==> src/common/cspc_defines.svh <==
// Register offsets, field positions, reset values and per-layout writable and sticky masks for the socket power block.
`ifndef CSPC_DEFINES_SVH
`define CSPC_DEFINES_SVH

// Register word indices; the byte address on APB is four times the index.
`define CSPC_SOCKET_POWER_CONTROL_IDX   12'h802
`define CSPC_SOCKET_STATUS_IDX          12'h800
`define CSPC_SYSTEM_CONTROL_IDX         12'h808

// Reset values of the power control and system control registers.
`define CSPC_SOCKET_POWER_CONTROL_RESET 8'h00
`define CSPC_SYSTEM_CONTROL_RESET       8'h00

// Field positions common to both layouts.
`define CSPC_OUTPUT_GATE_BIT            7
`define CSPC_VPP_LSB                    0
`define CSPC_VPP_MSB                    1

// Supply-enable layout.
`define CSPC_AUTO_SWITCH_BIT            5
`define CSPC_SUPPLY_ENABLE_BIT          4

// Vcc-field layout.
`define CSPC_VCC_LSB                    3
`define CSPC_VCC_MSB                    4

// System control: legacy supply level select bit.
`define CSPC_LEGACY_LEVEL_BIT           2

// Socket status: power status bit.
`define CSPC_POWER_STATUS_BIT           6

// Writable masks per layout; every other bit is reserved and reads zero.
`define CSPC_WMASK_SUPPLY_ENABLE        8'hb3
`define CSPC_WMASK_VCC_FIELD            8'h9b

// Bits cleared only by the global reset while power-management events are on.
`define CSPC_STICKY_SUPPLY_ENABLE       8'h20
`define CSPC_STICKY_VCC_FIELD           8'h9b

`endif

==> src/common/cspc_pkg.sv <==
// Types shared by the socket power control block.
package cspc_pkg;

  // Layout choice made by the static configuration input.
  typedef enum logic
  {
    CSPC_LAYOUT_SUPPLY_ENABLE,
    CSPC_LAYOUT_VCC_FIELD
  } cspc_layout_t;

  // Vcc level applied to the socket.
  typedef enum logic [1:0]
  {
    CSPC_VCC_OFF,
    CSPC_VCC_5V,
    CSPC_VCC_3V3
  } cspc_vcc_t;

  // Vpp level applied to the socket.
  typedef enum logic [1:0]
  {
    CSPC_VPP_OFF,
    CSPC_VPP_12V,
    CSPC_VPP_VCC
  } cspc_vpp_t;

  // Switch command handed to the socket power switch.
  typedef struct packed
  {
    cspc_vcc_t vcc;
    cspc_vpp_t vpp;
    logic      autoSwitch;
    logic      outputGate;
  } cspc_switch_t;

endpackage

==> src/design/cspc_socket_power_control_reg.sv <==
// Socket power control register with APB access and power switch decode.
// How it works
// Bit 7 gates all 16-bit card outputs.
// Supply-enable layout: bit 6 reads zero.
// Supply-enable layout: bit 5 enables auto switching.
// Bit 4 enables Vcc, level from system bit.
// Supply-enable layout: bits 3:2 read zero.
// Vpp field: 00 off, 10 12V, 01 Vcc.
// Vpp ignored while Vcc is not enabled.
// Vcc-field layout: bits 6:5 reserved, zero.
// Vcc field: 00/01 off, 10 5V, 11 3.3V.
// Vcc-field layout: bit 2 reserved, zero.
// Vpp field: 00/11 off, 10 12V.
// With events enabled only global reset clears the sticky bits.
// Power status reads one when supply on.
// Static input selects layout for decoding.
`timescale 1ns/1ps
`default_nettype none
`include "cspc_defines.svh"
module cspc_socket_power_control_reg
#(
  parameter int ADDR_W = 14
)
(
  // Clock, enable and resets.
  input  wire logic                  sys_clk,
  input  wire logic                  nrst,
  input  wire logic                  clkEn,
  input  wire logic                  global_reset_in_n,
  input  wire logic                  bus_reset_in_n,
  input  wire logic                  pmeEnable,
  // Static layout choice.
  input  wire cspc_pkg::cspc_layout_t layoutSel,
  // Card detect pins, active low.
  input  wire logic                  cardDetect1_n,
  input  wire logic                  cardDetect2_n,
  // APB slave.
  input  wire logic                  psel,
  input  wire logic                  penable,
  input  wire logic                  pwrite,
  input  wire logic [ADDR_W-1:0]     paddr,
  input  wire logic [31:0]           pwdata,
  output var  logic [31:0]           prdata,
  output var  logic                  pready,
  output var  logic                  pslverr,
  // Power switch and card side.
  output var  cspc_pkg::cspc_switch_t switchCmd,
  output var  logic                  card_output_gate,
  output var  logic                  socket_power_status
);

  // Elaboration check: twelve-bit word indices need fourteen byte-address bits.
  // A narrower bus could not tell the power register from its neighbours.
  if (ADDR_W < 14)
  begin : g_bad_width
    $error("ADDR_W must be at least 14");
  end

  // Filtered card detect levels, high while that contact is seated.
  logic cd1Seated;
  logic cd2Seated;

  // Card detect pins come from outside and pass the three-stage filter.
  // They are inverted in front of it so that its reset level means no card;
  // otherwise a card would seem seated for a few cycles after every reset.
  cspc_sync u_sync_cd1
  (
    .sys_clk (sys_clk),
    .nrst    (nrst),
    .clkEn   (clkEn),
    .asyncIn (~cardDetect1_n),
    .syncOut (cd1Seated)
  );
  cspc_sync u_sync_cd2
  (
    .sys_clk (sys_clk),
    .nrst    (nrst),
    .clkEn   (clkEn),
    .asyncIn (~cardDetect2_n),
    .syncOut (cd2Seated)
  );

  // Synchronised reset pins; resets act as clocked clears so sticky bits survive.
  // The filter delays a reset by three to four cycles, so pins must stay low longer.
  logic grstSync;
  logic prstSync;
  cspc_sync u_sync_global_reset_in
  (
    .sys_clk (sys_clk),
    .nrst    (nrst),
    .clkEn   (clkEn),
    .asyncIn (~global_reset_in_n),
    .syncOut (grstSync)
  );
  cspc_sync u_sync_bus_reset_in
  (
    .sys_clk (sys_clk),
    .nrst    (nrst),
    .clkEn   (clkEn),
    .asyncIn (~bus_reset_in_n),
    .syncOut (prstSync)
  );

  // Register state.
  // Every register here sits under the clock enable and the async reset.
  logic [7:0]  powerCtl_r;
  logic [7:0]  powerCtl_nxt;
  logic [7:0]  sysCtl_r;
  logic [7:0]  sysCtl_nxt;
  logic [31:0] prdata_r;
  logic [31:0] prdata_nxt;
  logic        pready_r;
  logic        pready_nxt;
  logic        pslverr_r;
  logic        pslverr_nxt;
  cspc_pkg::cspc_switch_t switch_r;
  cspc_pkg::cspc_switch_t switch_nxt;
  logic        status_r;
  logic        status_nxt;
  logic        gate_r;
  logic        gate_nxt;

  // Layout-dependent masks.
  // The layout input is static; changing it in use would reinterpret stored bits.
  logic [7:0] wMask;
  logic [7:0] stickyMask;
  logic       vccField;
  assign vccField   = (layoutSel == cspc_pkg::CSPC_LAYOUT_VCC_FIELD);
  assign wMask      = vccField ? `CSPC_WMASK_VCC_FIELD : `CSPC_WMASK_SUPPLY_ENABLE;
  assign stickyMask = vccField ? `CSPC_STICKY_VCC_FIELD : `CSPC_STICKY_SUPPLY_ENABLE;

  // Registers are kept as word indices; the byte address is four times the index.
  // The indices are twelve bits, so the cast only ever pads with zeros.
  // A full compare also refuses byte addresses that are not word aligned.
  localparam logic [ADDR_W-1:0] PWR_ADDR  = ADDR_W'({`CSPC_SOCKET_POWER_CONTROL_IDX, 2'h0});
  localparam logic [ADDR_W-1:0] STAT_ADDR = ADDR_W'({`CSPC_SOCKET_STATUS_IDX, 2'h0});
  localparam logic [ADDR_W-1:0] SYS_ADDR  = ADDR_W'({`CSPC_SYSTEM_CONTROL_IDX, 2'h0});

  // APB decode: one-wait answer, pready rises one cycle after the access phase opens.
  logic access;
  logic hitPower;
  logic hitStatus;
  logic hitSys;
  assign access    = psel && penable && !pready_r;
  assign hitPower  = (paddr == PWR_ADDR);
  assign hitStatus = (paddr == STAT_ADDR);
  assign hitSys    = (paddr == SYS_ADDR);

  // Register writes, reset clears and bus answer.
  always_comb
  begin
    powerCtl_nxt = powerCtl_r;
    sysCtl_nxt   = sysCtl_r;
    prdata_nxt   = 32'h0;
    pready_nxt   = 1'b0;
    pslverr_nxt  = 1'b0;
    // A global reset clears everything; a bus reset spares the sticky bits only with events on.
    if (grstSync)
    begin
      powerCtl_nxt = `CSPC_SOCKET_POWER_CONTROL_RESET;
      sysCtl_nxt   = `CSPC_SYSTEM_CONTROL_RESET;
    end
    else if (prstSync)
    begin
      // With events on, the marked bits survive so a wake-up finds the last setting.
      if (pmeEnable)
      begin
        powerCtl_nxt = powerCtl_r & stickyMask;
      end
      else
      begin
        powerCtl_nxt = `CSPC_SOCKET_POWER_CONTROL_RESET;
      end
      sysCtl_nxt = `CSPC_SYSTEM_CONTROL_RESET;
    end
    else if (access)
    begin
      // Only the first access edge is taken; pready_r blocks a second take.
      pready_nxt = 1'b1;
      if (hitPower)
      begin
        // Reserved bits are dropped on write as well as masked on read.
        if (pwrite)
        begin
          powerCtl_nxt = pwdata[7:0] & wMask;
        end
        prdata_nxt = {24'h0, powerCtl_r & wMask};
      end
      else if (hitSys)
      begin
        // Only the level select bit is held; the rest lies outside this block.
        if (pwrite)
        begin
          sysCtl_nxt = {5'h0, pwdata[`CSPC_LEGACY_LEVEL_BIT], 2'h0};
        end
        prdata_nxt = {24'h0, sysCtl_r};
      end
      else if (hitStatus)
      begin
        // Status reflects the filtered detect pins and the applied supply.
        // Status bits not kept by this block read zero.
        prdata_nxt = {24'h0, 1'b0, status_r, 2'h0, cd2Seated, cd1Seated, 2'h0};
      end
      else
      begin
        // Unmapped or misaligned addresses answer with an error and change nothing.
        pslverr_nxt = 1'b1;
      end
    end
  end

  // Power switch decode from the programmed setting.
  // It reads registered state only, so the switch command never glitches mid-write.
  cspc_pkg::cspc_vcc_t vccReq;
  logic [1:0]          vppBits;
  logic                legacyLevel;
  logic                cardPresent;
  always_comb
  begin
    // Shorthand for the fields and pins that the decode reads.
    vppBits     = powerCtl_r[`CSPC_VPP_MSB:`CSPC_VPP_LSB];
    legacyLevel = sysCtl_r[`CSPC_LEGACY_LEVEL_BIT];
    cardPresent = cd1Seated && cd2Seated;
    switch_nxt  = switch_r;
    vccReq      = cspc_pkg::CSPC_VCC_OFF;
    // Each layout encodes the Vcc request its own way; both end in one level.
    if (vccField)
    begin
      case (powerCtl_r[`CSPC_VCC_MSB:`CSPC_VCC_LSB])
        2'h2:    vccReq = cspc_pkg::CSPC_VCC_5V;
        2'h3:    vccReq = cspc_pkg::CSPC_VCC_3V3;
        default: vccReq = cspc_pkg::CSPC_VCC_OFF;
      endcase
    end
    else if (powerCtl_r[`CSPC_SUPPLY_ENABLE_BIT])
    begin
      // Level select bit set picks 3.3 V, clear picks 5 V.
      vccReq = legacyLevel ? cspc_pkg::CSPC_VCC_3V3 : cspc_pkg::CSPC_VCC_5V;
    end
    // Auto switching only exists in the supply-enable layout.
    switch_nxt.autoSwitch = !vccField && powerCtl_r[`CSPC_AUTO_SWITCH_BIT];
    // Auto switching drops supply while no card is seated.
    if (switch_nxt.autoSwitch && !cardPresent)
    begin
      vccReq = cspc_pkg::CSPC_VCC_OFF;
    end
    switch_nxt.vcc = vccReq;
    // Vpp is forced off while Vcc is off, so no request reaches an unpowered socket.
    if (vccReq != cspc_pkg::CSPC_VCC_OFF)
    begin
      case (vppBits)
        2'h2:    switch_nxt.vpp = cspc_pkg::CSPC_VPP_12V;
        2'h1:    switch_nxt.vpp = vccField ? cspc_pkg::CSPC_VPP_OFF : cspc_pkg::CSPC_VPP_VCC;
        default: switch_nxt.vpp = cspc_pkg::CSPC_VPP_OFF;
      endcase
    end
    else
    begin
      switch_nxt.vpp = cspc_pkg::CSPC_VPP_OFF;
    end
    // Both gate copies come from bit 7, so the card side and the switch agree.
    switch_nxt.outputGate = powerCtl_r[`CSPC_OUTPUT_GATE_BIT];
    gate_nxt   = powerCtl_r[`CSPC_OUTPUT_GATE_BIT];
    status_nxt = (vccReq != cspc_pkg::CSPC_VCC_OFF);
  end

  // State registers; the clock enable freezes everything.
  // The reset filters freeze too, so a pin reset pulsed while frozen is missed.
  always_ff @(posedge sys_clk or negedge nrst)
  begin
    if (!nrst)
    begin
      powerCtl_r <= `CSPC_SOCKET_POWER_CONTROL_RESET;
      sysCtl_r   <= `CSPC_SYSTEM_CONTROL_RESET;
      prdata_r   <= 32'h0;
      pready_r   <= 1'b0;
      pslverr_r  <= 1'b0;
      switch_r   <= '0;
      status_r   <= 1'b0;
      gate_r     <= 1'b0;
    end
    else if (clkEn)
    begin
      powerCtl_r <= powerCtl_nxt;
      sysCtl_r   <= sysCtl_nxt;
      prdata_r   <= prdata_nxt;
      pready_r   <= pready_nxt;
      pslverr_r  <= pslverr_nxt;
      switch_r   <= switch_nxt;
      status_r   <= status_nxt;
      gate_r     <= gate_nxt;
    end
  end

  // Outputs straight from flip-flops.
  // This costs one cycle of latency from a register write to the switch.
  assign prdata              = prdata_r;
  assign pready              = pready_r;
  assign pslverr             = pslverr_r;
  assign switchCmd           = switch_r;
  assign card_output_gate    = gate_r;
  assign socket_power_status = status_r;

endmodule
`default_nettype wire

==> src/design/cspc_sync.sv <==
// Three-stage synchroniser with agreement filter for one asynchronous input.
`timescale 1ns/1ps
`default_nettype none
module cspc_sync
(
  // Clock and reset.
  input  wire logic sys_clk,
  input  wire logic nrst,
  input  wire logic clkEn,
  // Asynchronous level in, filtered level out.
  input  wire logic asyncIn,
  output var  logic syncOut
);

  logic [2:0] stage_r;
  logic [2:0] stage_nxt;
  logic       out_r;
  logic       out_nxt;

  // The first stage only feeds the second; a change counts once stages two and three agree.
  always_comb
  begin
    stage_nxt = {stage_r[1:0], asyncIn};
    out_nxt   = (stage_r[1] == stage_r[2]) ? stage_r[2] : out_r;
  end

  // Registers only.
  always_ff @(posedge sys_clk or negedge nrst)
  begin
    if (!nrst)
    begin
      stage_r <= 3'h0;
      out_r   <= 1'b0;
    end
    else if (clkEn)
    begin
      stage_r <= stage_nxt;
      out_r   <= out_nxt;
    end
  end

  assign syncOut = out_r;

endmodule
`default_nettype wire

==> config.mk <==
export PLATFORM = sky130hd
export DESIGN_NAME = cspc_socket_power_control_reg
export DESIGN_NICKNAME = d
export VERILOG_FILES = /design/src/common/cspc_pkg.sv /design/src/design/cspc_socket_power_control_reg.sv /design/src/design/cspc_sync.sv
export VERILOG_INCLUDE_DIRS = /design/src /design/src/common
export SDC_FILE = /design/constraint.sdc
export NUM_CORES = 1
export LEC_CHECK = 0
export BUFFER_PORTS_ARGS = -buffer_cell sky130_fd_sc_hd__buf_2
export CAP_MARGIN = 20
export CORE_ASPECT_RATIO = 0.9
export CORE_MARGIN = 3
export CORE_UTILIZATION = 46
export CTS_CLUSTER_SIZE = 40
export DETAILED_ROUTE_END_ITERATION = 8
export HOLD_SLACK_MARGIN = 0.12
export PLACE_DENSITY = 0.8
export SYNTH_ARGS = -nofsm -noshare
export SYNTH_HDL_FRONTEND = slang
export SYNTH_HIERARCHICAL = 1
export SYNTH_SLANG_ARGS = --single-unit
==> constraint.sdc <==
create_clock -name sys_clk -period 1.98 [get_ports sys_clk]
set_clock_uncertainty 0.15 [all_clocks]
set_input_delay 0.594 -clock sys_clk [delete_from_list [all_inputs] [get_ports sys_clk]]
set_output_delay 0.594 -clock sys_clk [all_outputs]
set_load 0.02 [all_outputs]
## Word level (Yosys, flattened, before mapping)

Index checks and enable logic that the tools add are counted.

- Input port bits: 58
- Word-level logic and storage cells: 93
- Bits in registers: 73
- Output and inout port bits: 42

- Mux-type cells: 37
- Bitwise logic cells: 7
- Eq/ne operators: 12
- Reduce and logical (&&, ||, !) cells: 19

Operators by type and width:

| operator | number |
|---|---|
| $mux 8 | 17 |
| $eq 14x14->1 const B | 3 |
| $mux 32 | 1 |
| $and 8x8->8 | 3 |
| $mux 2 | 6 |
| $reduce_bool 3->1 | 4 |
| $mux 1 | 9 |
| $pmux 2 s2 | 2 |
| $reduce_and 2->1 | 4 |
| $mux 7 | 1 |
| $eq 2x2->1 const B | 3 |
| $mux 6 | 1 |
| $logic_and 1x1->1 | 5 |
| $reduce_and 5->1 | 1 |
| $eq 1x1->1 | 4 |
| $not 1->1 | 4 |
| $reduce_and 4->1 | 1 |
| $logic_not 1->1 | 3 |
| $ne 3x1->1 const B | 1 |
| $eq 2x1->1 const B | 1 |
| $reduce_bool 2->1 | 1 |

## Logic depth before layout (Yosys ltp)

Gate-level depths: netlist of run 1.

- Depth after elaboration: 7
- Depth in mapped cells: 5

## Modules after synthesis

Netlist of run 1, hierarchy kept.

Modules (own cells, without submodules):

| module | cells an instance | area an instance (µm²) | instances |
|---|---|---|---|
| cspc_socket_power_control_reg | 136 | 1401.3 | 1 |
| cspc_sync | 10 | 156.4 | 4 |

## Worst setup path after synthesis of run 1

Ideal clock, no wire load.

- Path type: input to register
- Start point: input paddr[9]
- End point: register powerCtl_r[5]
- Path buffers: 0
- Slack: 89 ps
- Data arrival time: 1616 ps
- Stages: 4
- Cell sequence: nor4_4 nand4_4 o21ai_1 mux2_2

- Cells in the longest elaborated chain, start to end: 3

Ends and longest elaborated chain:

| element | RTL line | RTL |
|---|---|---|
| start: declaration | cspc_socket_power_control_reg.sv:41 | `input wire logic [ADDR_W-1:0] paddr,` |
| $eq 14x14->1 | cspc_socket_power_control_reg.sv:145 | `assign hitPower = (paddr == PWR_ADDR);` |
| $reduce_bool 3->1 (no source line) | - |  |
| $reduce_and 4->1 (no source line) | - |  |
| end signal: assignment | cspc_socket_power_control_reg.sv:273 | `` powerCtl_r <= `CSPC_SOCKET_POWER_CONTROL_RESET; `` |
| end signal: assignment | cspc_socket_power_control_reg.sv:284 | `powerCtl_r <= powerCtl_nxt;` |
| end: declaration | cspc_socket_power_control_reg.sv:106 | `logic [7:0] powerCtl_r;` |

Every way passes these cells.
A chain may end at the register's enable or synchronous reset.

## Final worst setup path of run 1

Same ends and word-level chain as after synthesis.

==> flow_summary.yaml, run 1 <==
status:
  status: "complete, no violations"
placed_design:
  numPortBuffers: 50
  hpwl_um: 2930
  gp_congestion: 0.801
floorplanning:
  core_area_sq_um: 4160
  initial_core_util_pct: 48.8
  rows: 22
  die_h_um: 69.0
  ios: 100
  die_w_um: 76.0
  die_area_sq_um: 5240
hold_path:
  hold_depth: 1
  hp-class: "reg2reg"
  hold_end: "switchCmd[2]"
  hold_start: "switchCmd[2]"
synth:
  synth_top_family_by_area: "simple AND/OR/NAND/NOR gates"
  synth_compound_area_share_pct: 14.0
  syn_inst: 176
  synthAdderAreaFrac_pct: 1.23
  yosysUniqueCellTypes: 36
  async_reset_ff_share_pct: 100
  dominantRegCellSynth: "dfrtp_1"
  synthXorXnorAreaFrac_pct: 0
  ys_warn_count: 6
  ys_ff_latch: 40
  yosys.area_share.simple_pct: 14.8
  ys_seq_area_share_pct: 49.4
  synth-edff-count: 0
  syn_area_sq_um: 2030
  synthMuxAreaShare_pct: 8.83
  syn_avg_cell_area_sq_um: 11.5
pwr:
  power_density_nw_per_um2: 734
  power_uw: 1760
  peakVddDrop_uv: 490
  p_leak_uw: 0.00121
timing:
  setup_viol: 0
  fin_crit_sh_pct: 91.2
  rsz0062_at_grt: "false"
  max_freq_mhz: 554
  final_max_slew_viol_count: 0
  fin_crit_ps: 1810
  hold_violations: 0
setup_path:
  critPathLaunch: "paddr[9]"
  rr_worst_depth: 4
  r2r_start: "pready"
  worst_setup_path_end_kind: "register"
  cpMaxStageDelayCell: "nor4_4"
  worstPathRequired_ps: 2000
  path_max_fanout: 7
  crit_chain: "buf_2 -> nor4_4 -> nand4_4 -> o21ai_1 -> mux2_2"
  path_delay_family: "simple AND/OR/NAND/NOR gates"
  path_buf_inv: 1
  reg2reg_slack_ps: 340
  arrival_ps: 1820
  reg2reg_to: "powerCtl_r[5]"
  worstSetupPathType: "in2reg"
  startpoint_type: "primary input"
  path_depth: 5
  cpPeakStageDelay_ps: 360
cells_and_area:
  finalNetCount: 297
  drive_above_1_share_pct: 35.0
  fin_util_pct: 57.6
  fill_cells: 337
  insertedDiodeCount: 0
  area_delta_synth_final_pct: 18.2
cts:
  cts-root-buf: "clkbuf_8"
  htreeDepth: 2
  cts.clk_slew.worst_paths_ps: 70
  postCtsSetupRepairBufs: 0
  cts_buffers: 5
  cts_tree: "built"
  clkLatencyLatePin_ps: 290
  cts.sinks: 40
  clock_path_buffers: 2
job:
  drv_cap: 0
routing:
  via_count: 1435
  drc_errors: 0
  first_iter_violations: 75
  first_pass_iters: 4
  wirelength_um: 3710
  wl_per_cell_um: 12.5
  vias_per_cell: 4.83
  final_antenna_net_count: 0
global_route:
  grt_pass1_wl_um: 6020
  antenna_found_initial: 0
  grt_overflow_total: 0
  grt_pass1_vias: 1310
  grt_usage_pct: 14.8
  grt_max_degree: 26
==> layout by cell type (no fill, tap or decap), types with 2 or more instances in the layout <==
| master | n |
|---|---|
| nor4_4 | 3 |
| a22o_1 | 10 |
| nor2_1 | 5 |
| nor2b_1 | 4 |
| nand2b_1 | 5 |
| buf_4 | 5 |
| o21ai_0 | 4 |
| nand3_1 | 3 |
| nor3_1 | 3 |
| buf_2 | 50 |
| clkbuf_8 | 5 |
| mux2_2 | 15 |
| o2bb2ai_1 | 8 |
| nand4_1 | 2 |
| dfrtp_1 | 40 |
| a21o_1 | 4 |
| nand2_1 | 13 |
| ha_1 | 2 |
| conb_1 | 24 |
| inv_1 | 11 |
==> per-stage QoR <==
| stage | cell area, sq um | setup TNS, ps | hold slack (ps) | std cells | setup WS, ps |
|---|---|---|---|---|---|
| after floorplan | 2110 | 0 | 148 | 199 | 89.3 |
| after global routing | 2400 | 0 | 356 | 297 | 86.2 |
| after CTS | 2400 | 0 | 342 | 297 | 170 |
| after detailed placement | 2300 | -605 | 324 | 289 | -130 |
| after global placement | 2300 | -590 | 321 | 289 | -135 |
| final | 2400 | 0 | 339 | 297 | 175 |
==> final cells by class <==
type	count	area [sq um]	area share, %
timing repair buffer	57	318	13.3
sequential	40	1000	41.8
tap	60	75.1	3.13
clock inverter	2	12.5	0.522
inverter	12	45.0	1.88
clock buffer	5	68.8	2.87
multi-input combinational	121	876	36.6
==> cells in the mapped netlist (all sizes together) (2+ instances only) <==
master / instances / area, sq um
a21o: 4 / 30.0
a22o: 10 / 87.6
buf: 25 / 188
dfrtp: 40 / 1000
ha: 2 / 25.0
inv: 11 / 41.3
mux2: 15 / 169
nand2: 13 / 48.8
nand2b: 5 / 31.3
nand3: 3 / 15.0
nand4: 3 / 33.8
nor2: 5 / 18.8
nor2b: 4 / 25.0
nor3: 3 / 15.0
nor4: 4 / 70.1
o21ai: 5 / 25.0
o2bb2ai: 8 / 70.1
==> report_power, final <==
part           internal [uW]  total (uW)  leakage (uW)  switching, uW
combinational            133         282      0.000656            148
sequential               888         968      0.000518           80.0
clock                    238         509     0.0000400            271
==> cell families (layout without fill, tap and decap cells) <==
logic type      count (synthesis)  in the layout
simple gates                   44             44
fa+ha+maj                       2              2
compound gates                 35             35
mux                            16             16
flops                          40             40
buf+inv                        38             76
other cells                     1             24
==> metal layers <==
metal	routed length, um	track usage, %	up-vias
li1	-	-	703
met3	292	4.81	5
met1	1730	19.1	672
met5	0	0	-
met2	1640	23.1	55
met4	51	6.79	0
==> worst max path at each step <==
stage	to	slack, ps
6_report	powerCtl_r[5]	170
5_1_grt	powerCtl_r[5]	90
4_1_cts	powerCtl_r[5]	170
3_5_place_dp	powerCtl_r[5]	-130
3_3_place_gp	powerCtl_r[5]	-140
2_1_floorplan	powerCtl_r[5]	90
==> timing repair <==
item,CTS,global route
endpoints found under the setup margin,0,0
resized for setup,0,0
hold buffers,1,0
hold endpoints to repair,15,0
==> worst register-to-register path, stage by stage (launching register included) <==
cell and delay [ps]:
dfrtp_1 400, and4b_1 340, nand2_1 130, o21ai_1 150, mux2_2 340
==> registers in the layout (all words and copies together), names as in the netlist <==
register	flops
u_sync_bus_reset_in/stage_r	3
u_sync_cd2/stage_r	3
u_sync_bus_reset_in/syncOut	1
pslverr	1
switchCmd	5
prdata	8
pready	1
u_sync_cd2/syncOut	1
u_sync_global_reset_in/stage_r	3
u_sync_global_reset_in/syncOut	1
powerCtl_r	6
card_output_gate	1
sysCtl_r	1
u_sync_cd1/syncOut	1
u_sync_cd1/stage_r	3
socket_power_status	1
Note: power is estimated with default switching activity, not from simulation.
==> run 2: changes to the inputs <==
BUFFER_PORTS_ARGS = unset   (was -buffer_cell sky130_fd_sc_hd__buf_2)
CORE_MARGIN = 2   (was 3)
CORE_UTILIZATION = 55   (was 46)
DONT_BUFFER_PORTS = 1   (was unset)
PLACE_DENSITY = 0.7   (was 0.8)
SYNTH_HIERARCHICAL = unset   (was 1)
==> flow_summary.yaml, run 2 <==
setup_path:
  worst_setup_path_end_kind: "register"
  cpPeakStageDelay_ps: 460
  worstPathRequired_ps: 2070
  crit_chain: "nor2_1 -> nand2_1 -> nor4_1 -> buf_4 -> a22o_1"
  arrival_ps: 1780
  startpoint_type: "register"
  worstSetupPathType: "reg2reg"
  path_max_fanout: 7
  cpMaxStageDelayCell: "dfrtp_1"
  r2r_start: "u_sync_bus_reset_in.syncOut"
  critPathLaunch: "u_sync_bus_reset_in.syncOut"
cells_and_area:
  largest_register_ff_count: 8
  fin_util_pct: 61.2
  layout_common_cells: "dfrtp_1, conb_1, nand2_1, o21ai_0, inv_1"
  area_delta_synth_final_pct: 5.47
  regArea_sq_um: 1000
  fill_cells: 303
  final_common_cell: "dfrtp_1"
  drive_above_1_share_pct: 12.1
  insertedDiodeCount: 0
  multi_input_area_sq_um: 815
  finalNetCount: 258
global_route:
  grt_max_degree: 41
  antenna_found_initial: 0
  grt_pass1_wl_um: 6310
  grt_overflow_total: 0
  grt_pass1_vias: 1332
  grt_usage_pct: 21.2
synth:
  syn_area_sq_um: 1990
  synth-edff-count: 0
  async_reset_ff_share_pct: 100
  synth_top_area_share_pct: 50.3
  synthMuxAreaShare_pct: 3.90
  synthTopCellsByArea: "dfrtp_1, buf_4, o21ai_0"
  syn_avg_cell_area_sq_um: 10.4
  dominantRegCellSynth: "dfrtp_1"
  synthAdderAreaFrac_pct: 1.26
  ys_warn_count: 0
  ys_ff_latch: 40
  synthTopCellsByCount: "dfrtp_1, buf_4, nand2_1, o21ai_0, inv_1"
  yosysUniqueCellTypes: 37
  syn_inst: 191
  yosys.area.top_type: "dfrtp_1"
  ys_seq_area_share_pct: 50.3
  synth_top_family_by_area: "compound AO/OA/AOI/OAI gates"
  yosysMostFrequentCell: "dfrtp_1"
  yosys.area_share.simple_pct: 14.8
  synthXorXnorAreaFrac_pct: 0
  synth_compound_area_share_pct: 16.4
floorplanning:
  core_area_sq_um: 3430
  rows: 20
  initial_core_util_pct: 58.0
  die_h_um: 61.1
  die_w_um: 67.4
  ios: 100
  die_area_sq_um: 4110
cts:
  htreeDepth: 2
  cts-root-buf: "clkbuf_8"
  cts_resized: 0
  cts.clk_slew.worst_paths_ps: 70
  clkLatencyLatePin_ps: 300
  cts.sinks: 40
  cts_tree: "built"
  cts_buffers: 5
  clock_path_buffers: 2
  postCtsSetupRepairBufs: 0
timing:
  final_max_slew_viol_count: 0
  hold_violations: 0
  finalSetupTns_ps: 0
  fin_crit_sh_pct: 85.6
  setup_viol: 0
  whs_ps: 234
  max_freq_mhz: 590
  rsz0062_at_grt: "false"
  fin_crit_ps: 1690
pwr:
  power_uw: 1860
  peakVddDrop_uv: 495
  power_frac_clock_pct: 35.3
  seqPwrFrac_pct: 52.0
  p_int_uw: 1340
  p_leak_uw: 0.000965
  switching_share_pct: 27.7
  p_comb_share_pct: 12.8
  p_sw_uw: 515
  power_density_nw_per_um2: 885
placed_design:
  numPortBuffers: 0
  gp_congestion: 0.837
  hpwl_um: 2880
status:
  status: "complete, no violations"
routing:
  vias_per_cell: 5.69
  wirelength_um: 3890
  wl_per_cell_um: 16.0
  first_pass_iters: 4
  drc_errors: 0
  final_antenna_net_count: 0
  first_iter_violations: 152
  via_count: 1383
hold_path:
  hp-class: "in2reg"
  hold_start: "cardDetect2_n"
job:
  drv_cap: 0
run 2: changes by cell type after synthesis, sizes merged, moves of 2 or more:
cell and delta:
a21o -3, a21oi +5, a22o -4, buf +2, clkbuf +2, inv +3
mux2 -9, nand2 +7, nand2b -2, o21ai +15
run 2: what timing repair did:
item | CTS | global route
hold buffers | 2 | 0
setup endpoints to repair | 0 | 0
hold endpoints to repair | 40 | 0
run 2: logic make-up (layout without fill, tap and decap cells):
group / count (synthesis) / in the layout
and+or+nand+nor: 49 / 49
adders and majority gates: 2 / 2
other: 1 / 24
muxes: 7 / 7
buffers and inverters: 44 / 29
AOI/OAI and AO/OA: 48 / 48
DFF: 40 / 40
run 2: metal layers:
| metal | track usage, % | vias up | wire [um] | part of all wire (%) |
|---|---|---|---|---|
| met5 | 0 | - | 0 | 0 |
| met4 | 7.00 | 0 | 55 | 1.4 |
| met3 | 8.41 | 6 | 427 | 11 |
| met2 | 32.7 | 83 | 1730 | 45 |
| met1 | 27.9 | 661 | 1670 | 43 |
| li1 | - | 633 | - | - |
run 2: critical path: cells and delay by family (launching register included):
family                 cells  cell delay (ps)
AND/OR/NAND/NOR            3              730
AO/OA/AOI/OAI              1              110
buffers and inverters      1              180
flip-flops                 1              460
run 2: metrics by stage:
stage | setup WS [ps] | instance area (sq um) | instances
floorplan | 104 | 2080 | 214
global placement | 42.9 | 1960 | 233
detailed placement | 0.634 | 1960 | 233
CTS | 291 | 2100 | 243
global route | 182 | 2100 | 243
finish | 285 | 2100 | 243
run 2: power groups by stage:
| stage | sequential (uW) | combinational (uW) | clock, uW |
|---|---|---|---|
| 2_1_floorplan | 961 | 215 | 0 |
| 3_3_place_gp | 976 | 199 | 0 |
| 3_5_place_dp | 981 | 212 | 0 |
| 4_1_cts | 966 | 235 | 665 |
| 5_1_grt | 980 | 269 | 709 |
| 6_report | 965 | 237 | 655 |
run 2: cell type report:
type	instances	share of cell area, %
Clock buffer	6	3.46
Clock inverter	2	1.67
Inverter	14	2.50
Multi-Input combinational cell	130	38.8
Sequential cell	40	47.7
Tap cell	44	2.62
Timing Repair Buffer	7	3.22
run 2: worst paths after layout:
kind,to,slack [ps],cells past startpoint
worst max register to register,prdata[6],290,5
worst max-delay path,prdata[6],290,5
worst min register to register,u_sync_cd2.stage_r[0],340,2
min in group asynchronous,sysCtl_r[2],590,2
max in group asynchronous,powerCtl_r[3],900,2
worst min-delay path,u_sync_cd2.stage_r[0],230,1
==> run 3: changes to the inputs <==
CTS_BUF_LIST = sky130_fd_sc_hd__clkbuf_16   (was unset)
==> flow_summary.yaml, run 3 (synthesized netlist as in run 2, its figures left out) <==
timing:
  setup_viol: 0
  finalSetupTns_ps: 0
  final_max_slew_viol_count: 0
  hold_violations: 0
  fin_crit_sh_pct: 85.7
  fin_crit_ps: 1700
  max_freq_mhz: 590
  rsz0062_at_grt: "false"
floorplanning:
  die_h_um: 61.1
  die_w_um: 67.4
  initial_core_util_pct: 58.0
  rows: 20
  ios: 100
  core_area_sq_um: 3430
  die_area_sq_um: 4110
setup_path:
  worst_setup_path_end_kind: "register"
  worstSetupPathType: "reg2reg"
  cpMaxStageDelayCell: "dfrtp_1"
  rr_worst_depth: 4
  path_max_fanout: 7
  crit_chain: "nor4_1 -> nand4_1 -> o32ai_1 -> a21o_1"
  path_buf_inv: 0
  path_delay_family: "simple AND/OR/NAND/NOR gates"
  arrival_ps: 1770
  cpPeakStageDelay_ps: 460
  path_depth: 4
  worstPathRequired_ps: 2050
  startpoint_type: "register"
pwr:
  p_sw_uw: 540
  switching_share_pct: 25.7
  p_leak_uw: 0.000995
  p_comb_share_pct: 11.4
  p_int_uw: 1560
  power_density_nw_per_um2: 973
  power_frac_clock_pct: 42.5
  peakVddDrop_uv: 620
  seqPwrFrac_pct: 46.2
  power_uw: 2100
routing:
  wl_per_cell_um: 16.1
  first_pass_iters: 4
  wirelength_um: 3920
  drc_errors: 0
  via_count: 1379
  vias_per_cell: 5.67
  first_iter_violations: 173
  final_antenna_net_count: 0
cts:
  cts.sinks: 40
  htreeDepth: 2
  postCtsSetupRepairBufs: 0
  cts.clk_slew.worst_paths_ps: 50
  cts-root-buf: "clkbuf_16"
  clkLatencyLatePin_ps: 280
  cts_tree: "built"
  cts_buffers: 5
  clock_path_buffers: 2
cells_and_area:
  drive_above_1_share_pct: 12.1
  insertedDiodeCount: 0
  fill_cells: 290
  largest_register_ff_count: 8
  area_delta_synth_final_pct: 8.30
  layout_common_cells: "dfrtp_1, conb_1, nand2_1, o21ai_0, inv_1"
  final_cell_area_sq_um: 2150
  final_common_cell: "dfrtp_1"
  finalNetCount: 258
global_route:
  grt_overflow_total: 0
  grt_usage_pct: 21.4
  grt_pass1_vias: 1361
  grt_pass1_wl_um: 6400
  antenna_found_initial: 0
  grt_max_degree: 41
placed_design:
  hpwl_um: 2880
  numPortBuffers: 0
  gp_congestion: 0.837
  place_area_sq_um: 1960
job:
  drv_cap: 0
hold_path:
  hp-class: "in2reg"
  hold_depth: 1
status:
  status: "complete, no violations"
==> run 3: cell types whose count changed in the layout (fill, tap and decap cells not counted), sizes merged <==
cell,delta
clkbuf,-1
inv,+1
==> run 3: worst paths after layout <==
| kind | slack, ps | startpoint | end |
|---|---|---|---|
| max reg2reg | 280 | u_sync_bus_reset_in.syncOut | prdata[3] |
| min reg2reg | 340 | u_sync_cd1.stage_r[0] | u_sync_cd1.stage_r[0] |
| max | 280 | u_sync_bus_reset_in.syncOut | prdata[3] |
| max in group asynchronous | 880 | nrst | prdata[0] |
| min in group asynchronous | 610 | nrst | u_sync_global_reset_in.stage_r[0] |
| min | 250 | cardDetect2_n | u_sync_cd2.stage_r[0] |
==> run 3: per-layer routing <==
layer | track usage, % | share of wire (%) | vias to the layer above | routed length, um
met4 | 6.12 | 0.82 | 0 | 32
li1 | - | - | 636 | -
met1 | 28.0 | 42 | 654 | 1650
met2 | 33.7 | 45 | 86 | 1770
met5 | 0 | 0 | - | 0
met3 | 8.41 | 12 | 3 | 466
==> run 3: metrics by stage <==
stage	hold slack, ps	setup slack, ps	std cells	util, %
6_report	251	284	243	62.8
5_1_grt	252	183	243	62.8
4_1_cts	249	295	243	62.8
3_5_place_dp	149	0.634	233	57.2
3_3_place_gp	149	42.9	233	57.2
2_1_floorplan	148	104	214	-
==> run 3: power groups by stage <==
stage               registers [uW]  clock network (uW)  logic, uW
CTS                            968                 909        238
detailed placement             981                   0        212
finish                         968                 890        238
floorplan                      961                   0        215
global placement               976                   0        199
global route                   982                 951        274
==> run 3: final cells by class <==
cell class	instances	area, sq um	share of cell area (%)
sequential	40	1000	46.5
timing repair buffer	7	67.6	3.14
tap	44	55.1	2.56
clock inverter	3	38.8	1.80
multi-input combinational	130	815	37.8
clock buffer	5	125	5.81
inverter	14	52.6	2.44
==> run 3: what timing repair did <==
item / in CTS / in global routing
gates resized for setup: 0 / 0
hold endpoints to repair: 40 / 0
hold buffers: 2 / 0
